$ cat config.mk
export PLATFORM = sky130hd
export DESIGN_NAME = vcmon_top
export DESIGN_NICKNAME = d
export VERILOG_FILES = /design/src/vcmon_pkg.sv /design/src/vcmon_top.sv
export VERILOG_INCLUDE_DIRS = /design/src /design/src/src
export SDC_FILE = /design/constraint.sdc
export NUM_CORES = 1
export LEC_CHECK = 0
export BUFFER_PORTS_ARGS = -buffer_cell sky130_fd_sc_hd__buf_2
export CORE_MARGIN = 5
export CORE_UTILIZATION = 25
export DETAILED_ROUTE_END_ITERATION = 12
export PLACE_DENSITY = 0.48
export SLEW_MARGIN = 20
export SYNTH_ARGS = -nofsm -noshare
export SYNTH_HDL_FRONTEND = slang
export SYNTH_SLANG_ARGS = --single-unit
$ cat constraint.sdc
create_clock -name mclk -period 10.3 [get_ports mclk]
set_input_delay 2.575 -clock mclk [delete_from_list [all_inputs] [get_ports mclk]]
set_output_delay 2.575 -clock mclk [all_outputs]
set_load 0.02 [all_outputs]
$ cat src/vcmon_defs.svh
// constants for the vc-12 non-intrusive path monitor
`ifndef VCMON_DEFS_SVH
`define VCMON_DEFS_SVH
// frame geometry: 140 bytes per 500 us multiframe, v5 first
`define VCMON_FRAME_BYTES 140
`define VCMON_J2_POS 35
`define VCMON_K4_POS 105
// v5 bit positions, bit 1 is msb (index 7)
`define VCMON_V5_BIP_HI 7
`define VCMON_V5_BIP_LO 6
`define VCMON_V5_REI 5
`define VCMON_V5_RDI 0
`define VCMON_V5_SL_HI 3
`define VCMON_V5_SL_LO 1
// signal labels
`define VCMON_SL_AIS 3'h7
`define VCMON_SL_UNEQ 3'h0
// persistence counts in frames
`define VCMON_AIS_FRAMES 3'h5
`define VCMON_DEF_FRAMES 3'h5
// trace length and degrade defaults
`define VCMON_TRACE_LEN 16
`define VCMON_DEG_THR 16'h0010
// interrupt bit layout
`define VCMON_IRQ_W 6
`define VCMON_IRQ_AIS 0
`define VCMON_IRQ_UNEQ 1
`define VCMON_IRQ_TIM 2
`define VCMON_IRQ_RDI 3
`define VCMON_IRQ_DEG 4
`define VCMON_IRQ_SEC 5
// register byte offsets
`define VCMON_REG_CTRL 8'h00
`define VCMON_REG_STAT 8'h04
`define VCMON_REG_IRQ 8'h08
`define VCMON_REG_MASK 8'h0c
`define VCMON_REG_NEBC 8'h10
`define VCMON_REG_FEBC 8'h14
`define VCMON_REG_EXTI 8'h18
`define VCMON_REG_ACCEPTED_TRACE_ID 8'h28
`define VCMON_REG_DEGT 8'h38
`define VCMON_CTRL_RST 32'h0000_0001
`endif

$ cat src/vcmon_pkg.sv
// types for the vc-12 non-intrusive path monitor
package vcmon_pkg;
    // fault causes reported to management
    typedef struct packed {
        logic unequipped_cause;
        logic trace_mismatch_cause;
        logic degraded_cause;
        logic remote_defect_cause;
        logic server_fail_cause;
    } vcmon_cause_s;
    // performance primitives per second
    typedef struct packed {
        logic near_defect_second;
        logic far_defect_second;
        logic [15:0] near_block_error_count;
        logic [15:0] far_block_error_count;
    } vcmon_perf_s;
    // termination point mode
    typedef enum logic [1:0] {
        VCMON_TP_NONE = 2'b00,
        VCMON_TP_MON = 2'b01,
        VCMON_TP_TERM = 2'b10
    } vcmon_termination_point_mode_e;
    // wishbone transaction state
    typedef enum logic [0:0] {
        VCMON_WB_IDLE = 1'b0,
        VCMON_WB_ACK = 1'b1
    } vcmon_wb_e;
endpackage

$ cat src/vcmon_top.sv
// vc-12 non-intrusive path monitor with wishbone registers
//
// Design decisions made here: the register offsets and the Wishbone interface to the registers.
`include "vcmon_defs.svh"

module vcmon_top #(
    parameter int TRACE_LEN = `VCMON_TRACE_LEN,
    parameter int FRAME_BYTES = `VCMON_FRAME_BYTES
) (
    // clock and reset
    input wire logic mclk,
    input wire logic reset,
    // characteristic information stream
    input wire logic ci_data,
    input wire logic ci_clk,
    input wire logic ci_frame_start,
    input wire logic incoming_server_fail,
    // management and equipment inputs
    input wire logic one_second,
    input wire logic equipment_defect,
    // wishbone slave
    input wire logic wb_cyc_i,
    input wire logic wb_stb_i,
    input wire logic wb_we_i,
    input wire logic [7:0] wb_adr_i,
    input wire logic [3:0] wb_sel_i,
    input wire logic [31:0] wb_dat_i,
    output logic [31:0] wb_dat_o,
    output logic wb_ack_o,
    // atomic outputs and causes
    output logic trail_signal_fail,
    output logic trail_signal_degrade,
    output vcmon_pkg::vcmon_cause_s cause,
    output vcmon_pkg::vcmon_perf_s perf,
    output logic irq
);
    // input synchronisers, two stages each
    logic [3:0] sync1_reg, sync2_reg;
    logic ck_prev_reg;
    always_ff @(posedge mclk) begin
        if (reset) begin
            sync1_reg <= 4'h0;
            sync2_reg <= 4'h0;
            ck_prev_reg <= 1'b0;
        end else begin
            sync1_reg <= {incoming_server_fail, ci_frame_start, ci_data, ci_clk};
            sync2_reg <= sync1_reg;
            ck_prev_reg <= sync2_reg[0];
        end
    end
    logic ck_rise, s_data, s_fs, s_ssf;
    assign ck_rise = sync2_reg[0] & ~ck_prev_reg;
    assign s_data = sync2_reg[1];
    assign s_fs = sync2_reg[2];
    assign s_ssf = sync2_reg[3];

    // registers written by software
    logic [31:0] ctrl_reg;
    logic [`VCMON_IRQ_W-1:0] mask_reg;
    logic [15:0] deg_thr_reg;
    logic [7:0] exp_ti_reg [TRACE_LEN];
    logic mismatch_detect_disable, remote_defect_report_en, server_fail_report_en;
    logic monitoring_enabled;
    vcmon_pkg::vcmon_termination_point_mode_e termination_point_mode;
    assign termination_point_mode = vcmon_pkg::vcmon_termination_point_mode_e'(ctrl_reg[5:4]);
    assign mismatch_detect_disable = ctrl_reg[1];
    assign remote_defect_report_en = ctrl_reg[2];
    assign server_fail_report_en = ctrl_reg[3];
    // monitored only in the monitor mode
    assign monitoring_enabled = (termination_point_mode == vcmon_pkg::VCMON_TP_MON);

    // bit and byte position within the frame; msb first
    logic [2:0] bit_reg;
    logic [7:0] byte_reg;
    logic [7:0] shift_reg;
    logic frame_ok_reg;
    logic [7:0] cur_byte;
    logic byte_done;
    assign cur_byte = {shift_reg[6:0], s_data};
    assign byte_done = ck_rise & (bit_reg == 3'h7);
    always_ff @(posedge mclk) begin
        if (reset) begin
            bit_reg <= 3'h0;
            byte_reg <= 8'h0;
            shift_reg <= 8'h0;
            frame_ok_reg <= 1'b0;
        end else if (ck_rise) begin
            shift_reg <= cur_byte;
            if (s_fs) begin
                bit_reg <= 3'h1;
                byte_reg <= 8'h0;
                frame_ok_reg <= 1'b1;
            end else begin
                bit_reg <= bit_reg + 3'h1;
                if (bit_reg == 3'h7) begin
                    byte_reg <= (byte_reg == 8'(FRAME_BYTES - 1)) ? 8'h0 : byte_reg + 8'h1;
                end
            end
        end
    end
    logic v5_done, j2_done;
    assign v5_done = byte_done & frame_ok_reg & (byte_reg == 8'h0);
    assign j2_done = byte_done & frame_ok_reg & (byte_reg == 8'(`VCMON_J2_POS));
    // k4 byte is never looked at by any process

    // bip-2 accumulation; prev holds parity of the previous frame
    logic [1:0] bip_acc_reg, bip_prev_reg;
    logic bip_valid_reg;
    logic [1:0] byte_bip;
    assign byte_bip = {^{cur_byte[7], cur_byte[5], cur_byte[3], cur_byte[1]},
                       ^{cur_byte[6], cur_byte[4], cur_byte[2], cur_byte[0]}};
    always_ff @(posedge mclk) begin
        if (reset) begin
            bip_acc_reg <= 2'h0;
            bip_prev_reg <= 2'h0;
            bip_valid_reg <= 1'b0;
        end else if (v5_done) begin
            bip_prev_reg <= bip_acc_reg;
            bip_acc_reg <= byte_bip; // v5 included
            bip_valid_reg <= 1'b1;
        end else if (byte_done & frame_ok_reg) begin
            bip_acc_reg <= bip_acc_reg ^ byte_bip;
        end
    end

    // v5 extraction: per-frame error pulses and label
    logic near_errored_block, far_errored_block;
    logic [2:0] label_reg;
    logic rdi_bit_reg;
    always_ff @(posedge mclk) begin
        if (reset) begin
            near_errored_block <= 1'b0;
            far_errored_block <= 1'b0;
            label_reg <= 3'h1;
            rdi_bit_reg <= 1'b0;
        end else begin
            near_errored_block <= v5_done & bip_valid_reg &
                (cur_byte[`VCMON_V5_BIP_HI:`VCMON_V5_BIP_LO] != bip_acc_reg);
            far_errored_block <= v5_done & cur_byte[`VCMON_V5_REI];
            if (v5_done) begin
                label_reg <= cur_byte[`VCMON_V5_SL_HI:`VCMON_V5_SL_LO];
                rdi_bit_reg <= cur_byte[`VCMON_V5_RDI];
            end
        end
    end
    logic v5_seen_reg;
    always_ff @(posedge mclk) begin
        if (reset) v5_seen_reg <= 1'b0;
        else v5_seen_reg <= v5_done;
    end

    // ais persistence counter
    logic alarm_indication_defect;
    logic [2:0] ais_cnt_reg;
    always_ff @(posedge mclk) begin
        if (reset) begin
            alarm_indication_defect <= 1'b0;
            ais_cnt_reg <= 3'h0;
        end else if (v5_seen_reg) begin
            if ((label_reg == `VCMON_SL_AIS) != alarm_indication_defect) begin
                if (ais_cnt_reg == `VCMON_AIS_FRAMES - 3'h1) begin
                    alarm_indication_defect <= ~alarm_indication_defect;
                    ais_cnt_reg <= 3'h0;
                end else begin
                    ais_cnt_reg <= ais_cnt_reg + 3'h1;
                end
            end else begin
                ais_cnt_reg <= 3'h0;
            end
        end
    end
    logic gate_fail;
    assign gate_fail = s_ssf | alarm_indication_defect;

    // unequipped and remote defect, five-frame persistence; only remote defect gated
    logic unequipped_defect, remote_defect_defect;
    logic [2:0] uneq_cnt_reg, rdi_cnt_reg;
    always_ff @(posedge mclk) begin
        if (reset) begin
            unequipped_defect <= 1'b0;
            uneq_cnt_reg <= 3'h0;
        end else if (v5_seen_reg) begin
            if ((label_reg == `VCMON_SL_UNEQ) != unequipped_defect) begin
                if (uneq_cnt_reg == `VCMON_DEF_FRAMES - 3'h1) begin
                    unequipped_defect <= ~unequipped_defect;
                    uneq_cnt_reg <= 3'h0;
                end else begin
                    uneq_cnt_reg <= uneq_cnt_reg + 3'h1;
                end
            end else begin
                uneq_cnt_reg <= 3'h0;
            end
        end
    end
    always_ff @(posedge mclk) begin
        if (reset) begin
            remote_defect_defect <= 1'b0;
            rdi_cnt_reg <= 3'h0;
        end else if (gate_fail) begin
            remote_defect_defect <= 1'b0;
            rdi_cnt_reg <= 3'h0;
        end else if (v5_seen_reg) begin
            if (rdi_bit_reg != remote_defect_defect) begin
                if (rdi_cnt_reg == `VCMON_DEF_FRAMES - 3'h1) begin
                    remote_defect_defect <= rdi_bit_reg;
                    rdi_cnt_reg <= 3'h0;
                end else begin
                    rdi_cnt_reg <= rdi_cnt_reg + 3'h1;
                end
            end else begin
                rdi_cnt_reg <= 3'h0;
            end
        end
    end

    // trace capture: 16-byte trace, start byte marked by msb
    logic [7:0] rx_ti_reg [TRACE_LEN];
    logic [7:0] accepted_trace_id [TRACE_LEN];
    logic [7:0] prev_ti_reg [TRACE_LEN];
    logic [3:0] ti_idx_reg;
    logic [1:0] ti_same_reg;
    logic trace_mismatch_defect, ti_zero, ti_match, ti_repeat;
    always_ff @(posedge mclk) begin
        if (reset) begin
            ti_idx_reg <= 4'h0;
            ti_same_reg <= 2'h0;
            for (int i = 0; i < TRACE_LEN; i++) begin
                rx_ti_reg[i] <= 8'h0;
                prev_ti_reg[i] <= 8'h0;
                accepted_trace_id[i] <= 8'h0;
            end
        end else if (j2_done) begin
            rx_ti_reg[cur_byte[7] ? 4'h0 : ti_idx_reg] <= cur_byte;
            ti_idx_reg <= cur_byte[7] ? 4'h1 : ti_idx_reg + 4'h1;
            // a start byte closes the multiframe in rx; accept on the third alike
            if (cur_byte[7]) begin
                ti_same_reg <= ti_repeat ? ((ti_same_reg == 2'h2) ? 2'h2 : ti_same_reg + 2'h1)
                    : 2'h0;
                for (int i = 0; i < TRACE_LEN; i++) begin
                    prev_ti_reg[i] <= rx_ti_reg[i];
                    if (ti_repeat & (ti_same_reg != 2'h0)) accepted_trace_id[i] <= rx_ti_reg[i];
                end
            end
        end
    end
    always_comb begin
        ti_zero = 1'b1;
        ti_match = 1'b1;
        ti_repeat = 1'b1;
        for (int i = 0; i < TRACE_LEN; i++) begin
            ti_zero = ti_zero & (accepted_trace_id[i] == 8'h0);
            ti_match = ti_match & (accepted_trace_id[i] == exp_ti_reg[i]);
            ti_repeat = ti_repeat & (rx_ti_reg[i] == prev_ti_reg[i]);
        end
    end
    always_ff @(posedge mclk) begin
        if (reset) trace_mismatch_defect <= 1'b0;
        else trace_mismatch_defect <= ~mismatch_detect_disable & ~gate_fail & ~ti_match;
    end

    // degraded defect: near-end errored blocks per second at or above threshold
    logic degraded_defect;
    logic [15:0] nebc_acc_reg, febc_acc_reg;
    logic nds_acc_reg, fds_acc_reg;
    always_ff @(posedge mclk) begin
        if (reset) degraded_defect <= 1'b0;
        else if (one_second) degraded_defect <= ~gate_fail & (nebc_acc_reg >= deg_thr_reg);
    end

    // consequent actions and correlations
    logic uneq_zero;
    assign uneq_zero = unequipped_defect & ti_zero;
    always_ff @(posedge mclk) begin
        if (reset) begin
            trail_signal_fail <= 1'b0;
            trail_signal_degrade <= 1'b0;
            cause <= '0;
        end else begin
            trail_signal_fail <= gate_fail | uneq_zero | trace_mismatch_defect;
            trail_signal_degrade <= degraded_defect;
            cause.unequipped_cause <= monitoring_enabled & uneq_zero;
            cause.trace_mismatch_cause <= monitoring_enabled & trace_mismatch_defect & ~uneq_zero;
            cause.degraded_cause <= monitoring_enabled & degraded_defect & ~trace_mismatch_defect;
            cause.remote_defect_cause <= monitoring_enabled & remote_defect_report_en &
                remote_defect_defect & ~trace_mismatch_defect & ~uneq_zero;
            cause.server_fail_cause <= monitoring_enabled & server_fail_report_en & gate_fail;
        end
    end

    // performance accumulation and one-second latch
    always_ff @(posedge mclk) begin
        if (reset) begin
            nebc_acc_reg <= 16'h0;
            febc_acc_reg <= 16'h0;
            nds_acc_reg <= 1'b0;
            fds_acc_reg <= 1'b0;
            perf <= '0;
        end else if (one_second) begin
            perf.near_block_error_count <= nebc_acc_reg;
            perf.far_block_error_count <= febc_acc_reg;
            perf.near_defect_second <= nds_acc_reg;
            perf.far_defect_second <= fds_acc_reg;
            nebc_acc_reg <= 16'h0;
            febc_acc_reg <= 16'h0;
            nds_acc_reg <= 1'b0;
            fds_acc_reg <= 1'b0;
        end else begin
            nebc_acc_reg <= nebc_acc_reg + 16'(near_errored_block & ~&nebc_acc_reg);
            febc_acc_reg <= febc_acc_reg + 16'(far_errored_block & ~&febc_acc_reg);
            nds_acc_reg <= nds_acc_reg | trail_signal_fail | equipment_defect;
            fds_acc_reg <= fds_acc_reg | remote_defect_defect;
        end
    end

    // interrupt events: defect rises and second tick
    logic [`VCMON_IRQ_W-1:0] ev_now, ev_prev_reg, ev_rise, irq_reg;
    assign ev_now = {one_second, degraded_defect, remote_defect_defect,
                     trace_mismatch_defect, unequipped_defect, alarm_indication_defect};
    assign ev_rise = ev_now & ~ev_prev_reg;

    // wishbone slave, ack one cycle after request
    logic req, rd_stat_clr;
    assign req = wb_cyc_i & wb_stb_i & ~wb_ack_o;
    // a status read clears exactly the bits it returns, so no event is lost
    assign rd_stat_clr = req & ~wb_we_i & (wb_adr_i == `VCMON_REG_IRQ);
    function automatic logic [31:0] merge(input logic [31:0] old, input logic [31:0] nw,
                                          input logic [3:0] sel);
        for (int b = 0; b < 4; b++) begin
            if (sel[b]) old[b*8 +: 8] = nw[b*8 +: 8];
        end
        return old;
    endfunction
    logic [3:0] ti_word;
    assign ti_word = wb_adr_i[5:2] - 4'h6;
    always_ff @(posedge mclk) begin
        if (reset) begin
            wb_ack_o <= 1'b0;
            wb_dat_o <= 32'h0;
            ctrl_reg <= `VCMON_CTRL_RST;
            mask_reg <= '0;
            deg_thr_reg <= `VCMON_DEG_THR;
            for (int i = 0; i < TRACE_LEN; i++) exp_ti_reg[i] <= 8'h0;
        end else begin
            wb_ack_o <= req;
            wb_dat_o <= 32'h0;
            if (req & wb_we_i) begin
                if (wb_adr_i == `VCMON_REG_CTRL) ctrl_reg <= merge(ctrl_reg, wb_dat_i, wb_sel_i);
                else if (wb_adr_i == `VCMON_REG_MASK) mask_reg <= wb_dat_i[`VCMON_IRQ_W-1:0];
                else if (wb_adr_i == `VCMON_REG_DEGT) deg_thr_reg <= wb_dat_i[15:0];
                else if (wb_adr_i >= `VCMON_REG_EXTI && wb_adr_i < `VCMON_REG_ACCEPTED_TRACE_ID) begin
                    for (int b = 0; b < 4; b++) begin
                        if (wb_sel_i[b]) exp_ti_reg[{ti_word[1:0], 2'(b)}] <= wb_dat_i[b*8 +: 8];
                    end
                end
            end else if (req) begin
                if (wb_adr_i == `VCMON_REG_CTRL) wb_dat_o <= ctrl_reg;
                else if (wb_adr_i == `VCMON_REG_STAT) wb_dat_o <= {26'h0, equipment_defect,
                    ev_now[`VCMON_IRQ_W-2:0]} | {16'h0, 16'(label_reg) << 8};
                else if (wb_adr_i == `VCMON_REG_IRQ) wb_dat_o <= 32'(irq_reg);
                else if (wb_adr_i == `VCMON_REG_MASK) wb_dat_o <= 32'(mask_reg);
                else if (wb_adr_i == `VCMON_REG_NEBC) wb_dat_o <= 32'(perf.near_block_error_count);
                else if (wb_adr_i == `VCMON_REG_FEBC) wb_dat_o <= 32'(perf.far_block_error_count);
                else if (wb_adr_i == `VCMON_REG_DEGT) wb_dat_o <= 32'(deg_thr_reg);
                else if (wb_adr_i >= `VCMON_REG_EXTI && wb_adr_i < `VCMON_REG_ACCEPTED_TRACE_ID)
                    for (int b = 0; b < 4; b++) wb_dat_o[b*8 +: 8] <= exp_ti_reg[{ti_word[1:0], 2'(b)}];
                else if (wb_adr_i >= `VCMON_REG_ACCEPTED_TRACE_ID && wb_adr_i < `VCMON_REG_DEGT)
                    for (int b = 0; b < 4; b++)
                        wb_dat_o[b*8 +: 8] <= accepted_trace_id[{2'(ti_word - 4'h4), 2'(b)}];
            end
        end
    end

    // sticky status, set wins over read clear
    always_ff @(posedge mclk) begin
        if (reset) begin
            ev_prev_reg <= '0;
            irq_reg <= '0;
            irq <= 1'b0;
        end else begin
            ev_prev_reg <= ev_now;
            irq_reg <= (rd_stat_clr ? '0 : irq_reg) | ev_rise;
            irq <= |(irq_reg & mask_reg);
        end
    end

    // ais raise needs five label-111 frames in a row
    ais_set_a: assert property (@(posedge mclk) disable iff (reset)
        $rose(alarm_indication_defect) |-> label_reg == `VCMON_SL_AIS)
        else $error("ais raised without label 111");
    ais_clear_a: assert property (@(posedge mclk) disable iff (reset)
        $fell(alarm_indication_defect) |-> label_reg != `VCMON_SL_AIS)
        else $error("ais cleared on label 111");
    tsf_follow_a: assert property (@(posedge mclk) disable iff (reset)
        (s_ssf | alarm_indication_defect) |=> trail_signal_fail)
        else $error("trail fail missing");
    uneq_cause_a: assert property (@(posedge mclk) disable iff (reset)
        cause.unequipped_cause |-> $past(monitoring_enabled))
        else $error("unequipped cause while unmonitored");
    tim_cause_a: assert property (@(posedge mclk) disable iff (reset)
        cause.trace_mismatch_cause |-> $past(trace_mismatch_defect))
        else $error("mismatch cause without defect");
    deg_cause_a: assert property (@(posedge mclk) disable iff (reset)
        cause.degraded_cause |-> !$past(trace_mismatch_defect))
        else $error("degraded cause with mismatch");
    rdi_cause_a: assert property (@(posedge mclk) disable iff (reset)
        cause.remote_defect_cause |-> $past(remote_defect_report_en))
        else $error("remote cause not enabled");
    ssf_cause_a: assert property (@(posedge mclk) disable iff (reset)
        (monitoring_enabled & server_fail_report_en & s_ssf) |=> cause.server_fail_cause)
        else $error("server cause missing");
    tim_dis_a: assert property (@(posedge mclk) disable iff (reset)
        mismatch_detect_disable |=> !trace_mismatch_defect)
        else $error("mismatch despite disable");
    sec_clear_a: assert property (@(posedge mclk) disable iff (reset)
        one_second |=> nebc_acc_reg == 16'h0)
        else $error("accumulator not cleared");
endmodule // vcmon_top

Yosys cells after proc, flatten, opt, wreduce, memory -nomap -nowiden
Memories as Yosys holds them, arrays and structs flattened.
Index checks and enable logic that the tools add are counted.
{"block": "op_classes", "n_addsub": 11, "mux": 119, "n_lt_le_gt_ge": 5, "eq_ne": 51, "n_reduce_logical": 51, "bitwise_logic": 133}
{"operator": "8-bit 2-to-1 mux", "n": 40}
{"operator": "32-bit 2-to-1 mux", "n": 9}
{"operator": "8-bit == test", "n": 32}
{"operator": "8-bit logical NOT", "n": 18}
{"operator": "1-bit AND", "n": 76}
{"operator": "1-bit 2-to-1 mux", "n": 51}
{"operator": "8-bit OR reduction", "n": 5}
{"operator": "1-bit bitwise OR", "n": 38}
{"operator": "16-bit by 1-bit adder with 16-bit output", "n": 2}
{"operator": "16-bit AND reduction", "n": 2}
{"operator": "4-bit 2-to-1 mux", "n": 7}
{"operator": "3-bit AND reduction", "n": 8}
{"operator": "3-bit 2-to-1 mux", "n": 7}
{"operator": "8-bit by 4-bit == test with 1-bit output (second input constant)", "n": 2}
{"operator": "8-bit by 5-bit == test with 1-bit output (second input constant)", "n": 2}
{"operator": "8-bit by 6-bit == test with 1-bit output (second input constant)", "n": 2}
{"operator": "16-bit >= comparator", "n": 1}
{"operator": "8-bit by 6-bit < comparator with 1-bit output (second input constant)", "n": 2}
{"operator": "3-bit == test (second input constant)", "n": 5}
{"operator": "1-bit NOT", "n": 13}
{"operator": "3-bit by 1-bit adder with 3-bit output (second input constant)", "n": 4}
{"operator": "6-bit AND", "n": 2}
{"operator": "6-bit by 11-bit bitwise OR with 11-bit output", "n": 1}
{"operator": "8-bit by 1-bit adder with 8-bit output (second input constant)", "n": 1}
{"operator": "other kinds (27)", "n": 40}
{"block": "word_totals", "ramBits": 512, "memories": 4, "input_bits": 55, "register_bits": 233, "out_inout_bits": 75, "elab_cells": 424}
{"name": "accepted_trace_id", "depth": 16, "word_bits": 8, "read_ports": 20, "rd_ports_with_merged_regs": 0, "write_ports": 16, "line_no": "vcmon_top.sv:218", "rtl": "logic [7:0] accepted_trace_id [TRACE_LEN];"}
{"name": "exp_ti_reg", "depth": 16, "word_bits": 8, "read_ports": 20, "rd_ports_with_merged_regs": 0, "write_ports": 16, "line_no": "vcmon_top.sv:61", "rtl": "logic [7:0] exp_ti_reg [TRACE_LEN];"}
{"name": "prev_ti_reg", "depth": 16, "word_bits": 8, "read_ports": 16, "rd_ports_with_merged_regs": 0, "write_ports": 16, "line_no": "vcmon_top.sv:219", "rtl": "logic [7:0] prev_ti_reg [TRACE_LEN];"}
{"name": "rx_ti_reg", "depth": 16, "word_bits": 8, "read_ports": 16, "rd_ports_with_merged_regs": 0, "write_ports": 16, "line_no": "vcmon_top.sv:217", "rtl": "logic [7:0] rx_ti_reg [TRACE_LEN];"}

Depth between registers and ports, before layout
{"block": "depth", "ltp_word": 23, "ltp_mapped": 11, "depth_no_buf": 11}

Worst setup path after synthesis
Ideal clock, no wire load.
{"block": "synth_timing", "path_kind": "input port to flip-flop", "startpoint": "input port reset", "endpoint": "memory prev_ti_reg[0][0] (enable)", "setup_ns": 0.513, "arrival_time_ns": 6.000, "path_buffers": 1, "path_slack_ns": 3.787, "cell_stages": 2, "path_cell_list": "clkbuf_1 -> nand2b_1"}
{"item": "start: declaration", "line_no": "vcmon_top.sv:12", "rtl": "input wire logic reset,"}
{"item": "end: declaration", "line_no": "vcmon_top.sv:219"}

==> results_dict.tcl <==
set metrics [dict create \
    synth_edf_count 512 \
    via_per_inst 4.74 \
    synth_top_area_share_pct 45.3 \
    rsz0062_at_grt "no" \
    synth-seq-area-share_pct 59.0 \
    reg2reg_depth 6 \
    final_cells 4693 \
    htree_num_levels 3 \
    syn_inst 2718 \
    synth_top_family_by_area "simple AND/OR/NAND/NOR gates" \
    drt_iter0_drc 1955 \
    ys_types 72 \
    min_from "ev_prev_reg[2]" \
    reg2reg_slack_ns 5.69 \
    cts_root_buf "clkbuf_16" \
    worstPathRequired_ns 10.64 \
    drt_drc_violations_left 0 \
    yosysMostFrequentCell "edfxtp_1" \
    antenna_left 0 \
    cts_setup_buffers 0 \
    insertion_delay_ns 0.66 \
    antenna_found_initial 5 \
    final-hold-violation-count 0 \
    vias 22300 \
    synth-adder-area-share_pct 1.18 \
    maxCapViolCount 0 \
    cp_max_fo 36 \
    relSlewSlack_pct 36.9 \
    gp_congestion 0.926 \
    outcome "finished clean" \
    cts_hold_buf 0 \
    critPathKind "primary input to flip-flop" \
    power_density_nw_per_um2 173 \
    fin_skew_ns 0.0265 \
    yosys-top-cells-area "edfxtp_1, dfxtp_1, xor2_1" \
    period_share_pct 49.1 \
    grt_usage_pct 15.6 \
    synth_common_cells "edfxtp_1, dfxtp_1, and2_1" \
    rows 135 \
    hpwl_um 85400 \
    final.setup.tns_ns 0 \
    layout.nets 2928 \
    grt_max_degree 91 \
    hold_depth 1 \
    max_freq_ghz 0.198 \
    r2r-start "rx_ti_reg[0][1]" \
    initial_utilization_pct 25.1 \
    final-setup-viol-count 0 \
    crit_arrival_ns 5.40 \
    whs_endpoint "irq_reg[2]" \
    synth-xor-area-share_pct 7.38 \
    crit_path_end_kind "flip-flop" \
    synth-compound-area-share_pct 4.84 \
    crit_chain "buf_4 > or3b_2 > a21boi_4 > buf_4 > nor3b_1 > buf_4 > nand2_1 > nor2_1 > or2_2" \
    numCtsBuffers 83 \
    min_period_ns 5.06 \
    async_flop_share_pct 0 \
    cts_resized 0 \
    clock-sinks 744 \
    die_area_sq_um 143000 \
    critical_path.max_stage_delay_ns 0.55 \
    cp_slowest_cell "or3b_2" \
    ys_warn_count 0 \
    timing.rr.end "accepted_trace_id[2][25]" \
    drt-pass1-iter-count 7 \
    leakagePower_nw 13.7 \
    avgSynthCellArea_sq_um 12.5 \
    drive_gt1_share_pct 16.9 \
    die_y_um 379 \
    area_growth_pct 15.8 \
    drv_slew 0 \
    syn_area_sq_um 33900 \
    ios 130 \
    peakVddDrop_v 0.000108 \
    die-width_um 379 \
    synth-simple-area-share_pct 19.1 \
    grt_pass1_vias 21800 \
    tightest_slew_ns 0.937 \
    wl_um 115000 \
    synth.area.mux_share_pct 6.07 \
    gr-total-overflow 0 \
    start_kind "primary input" \
    hp-class "flip-flop to flip-flop" \
    placed_cells 4537 \
    timing.critical_path.mode_cell "buf_4" \
    coreArea_sq_um 135000 \
    ys_ff_latch 744 \
    clk_path_buf_depth 3 \
    portBuffers 129 \
    path_clk_slew_ns 0.06 \
    grt_pass1_wl_um 162000 \
    wl_per_cell_um 24.5 \
    dominantRegCellSynth "edfxtp_1" \
    cts_tree "built" \
    synth_largest_area_cell "edfxtp_1" \
]
through the flow:
stage               utilization (%)  hold slack [ns]  area (sq um)  power [mW]  setup WS, ns
finish                         29.1            0.415         39300        6.78          5.24
global route                   29.1            0.425         39300        7.00          5.07
CTS                            29.1            0.420         39300        6.86          5.29
detailed placement             27.1            0.412         36600        3.85          4.61
global placement               27.1            0.402         36600        3.85          4.69
floorplan                         -            0.400         34000        3.65          3.79
routing by layer:
| layer | vias to the layer above | GRT usage (%) | wire (um) |
|---|---|---|---|
| met1 | 11200 | 21.5 | 51500 |
| met2 | 762 | 24.3 | 51900 |
| met4 | 0 | 6.43 | 4800 |
| met3 | 173 | 2.72 | 6760 |
| met5 | - | 0 | 0 |
| li1 | 10100 | - | - |
worst max path at each step:
stage | startpoint | endpoint | slack, ns | cells past startpoint
global route | wb_adr_i[3] | exp_ti_reg[1][30] | 5.07 | 9
global placement | wb_adr_i[3] | exp_ti_reg[0][24] | 4.69 | 9
finish | wb_adr_i[3] | exp_ti_reg[2][8] | 5.24 | 9
detailed placement | wb_adr_i[3] | exp_ti_reg[1][16] | 4.61 | 9
CTS | wb_adr_i[3] | exp_ti_reg[1][17] | 5.29 | 9
floorplan | reset | prev_ti_reg[0][0] | 3.79 | 2
worst max-delay path, delay by kind of cell:
family          cells  cell delay, ns
simple gates        5            1.71
buf+inv             3            0.91
compound gates      1            0.17
layout make-up:
class	count	area (sq um)
multi-input combinational	1795	13200
tap	1781	2230
antenna	5	12.5
fill	13900	95800
sequential	744	20000
clock buffer	105	2260
clock inverter	46	482
inverter	57	214
timing repair buffer	160	892
where the power goes:
| group | internal [mW] | switching [mW] |
|---|---|---|
| logic | 0.132 | 0.224 |
| registers | 3.31 | 0.128 |
| clock network | 1.72 | 1.27 |
logic make-up after synthesis:
logic type,Yosys count
AO/OA/AOI/OAI,259
buffers and inverters,193
multiplexers,126
AND/OR/NAND/NOR,1077
adder cells (fa/ha/maj),32
other,1
XOR/XNOR,286
flip-flops,744
cells in the final DEF, fill, tap and decap left out, types with 78 or more instances in the layout:
master,count
edfxtp_1,512
and2_1,231
dfxtp_1,231
xor2_1,215
nor2_1,175
buf_2,126
nand2_1,120
a21oi_1,91
nor4_1,88
and3_1,86
clkbuf_16,84
nor3b_2,78
Power figures use the tool's default switching activity.
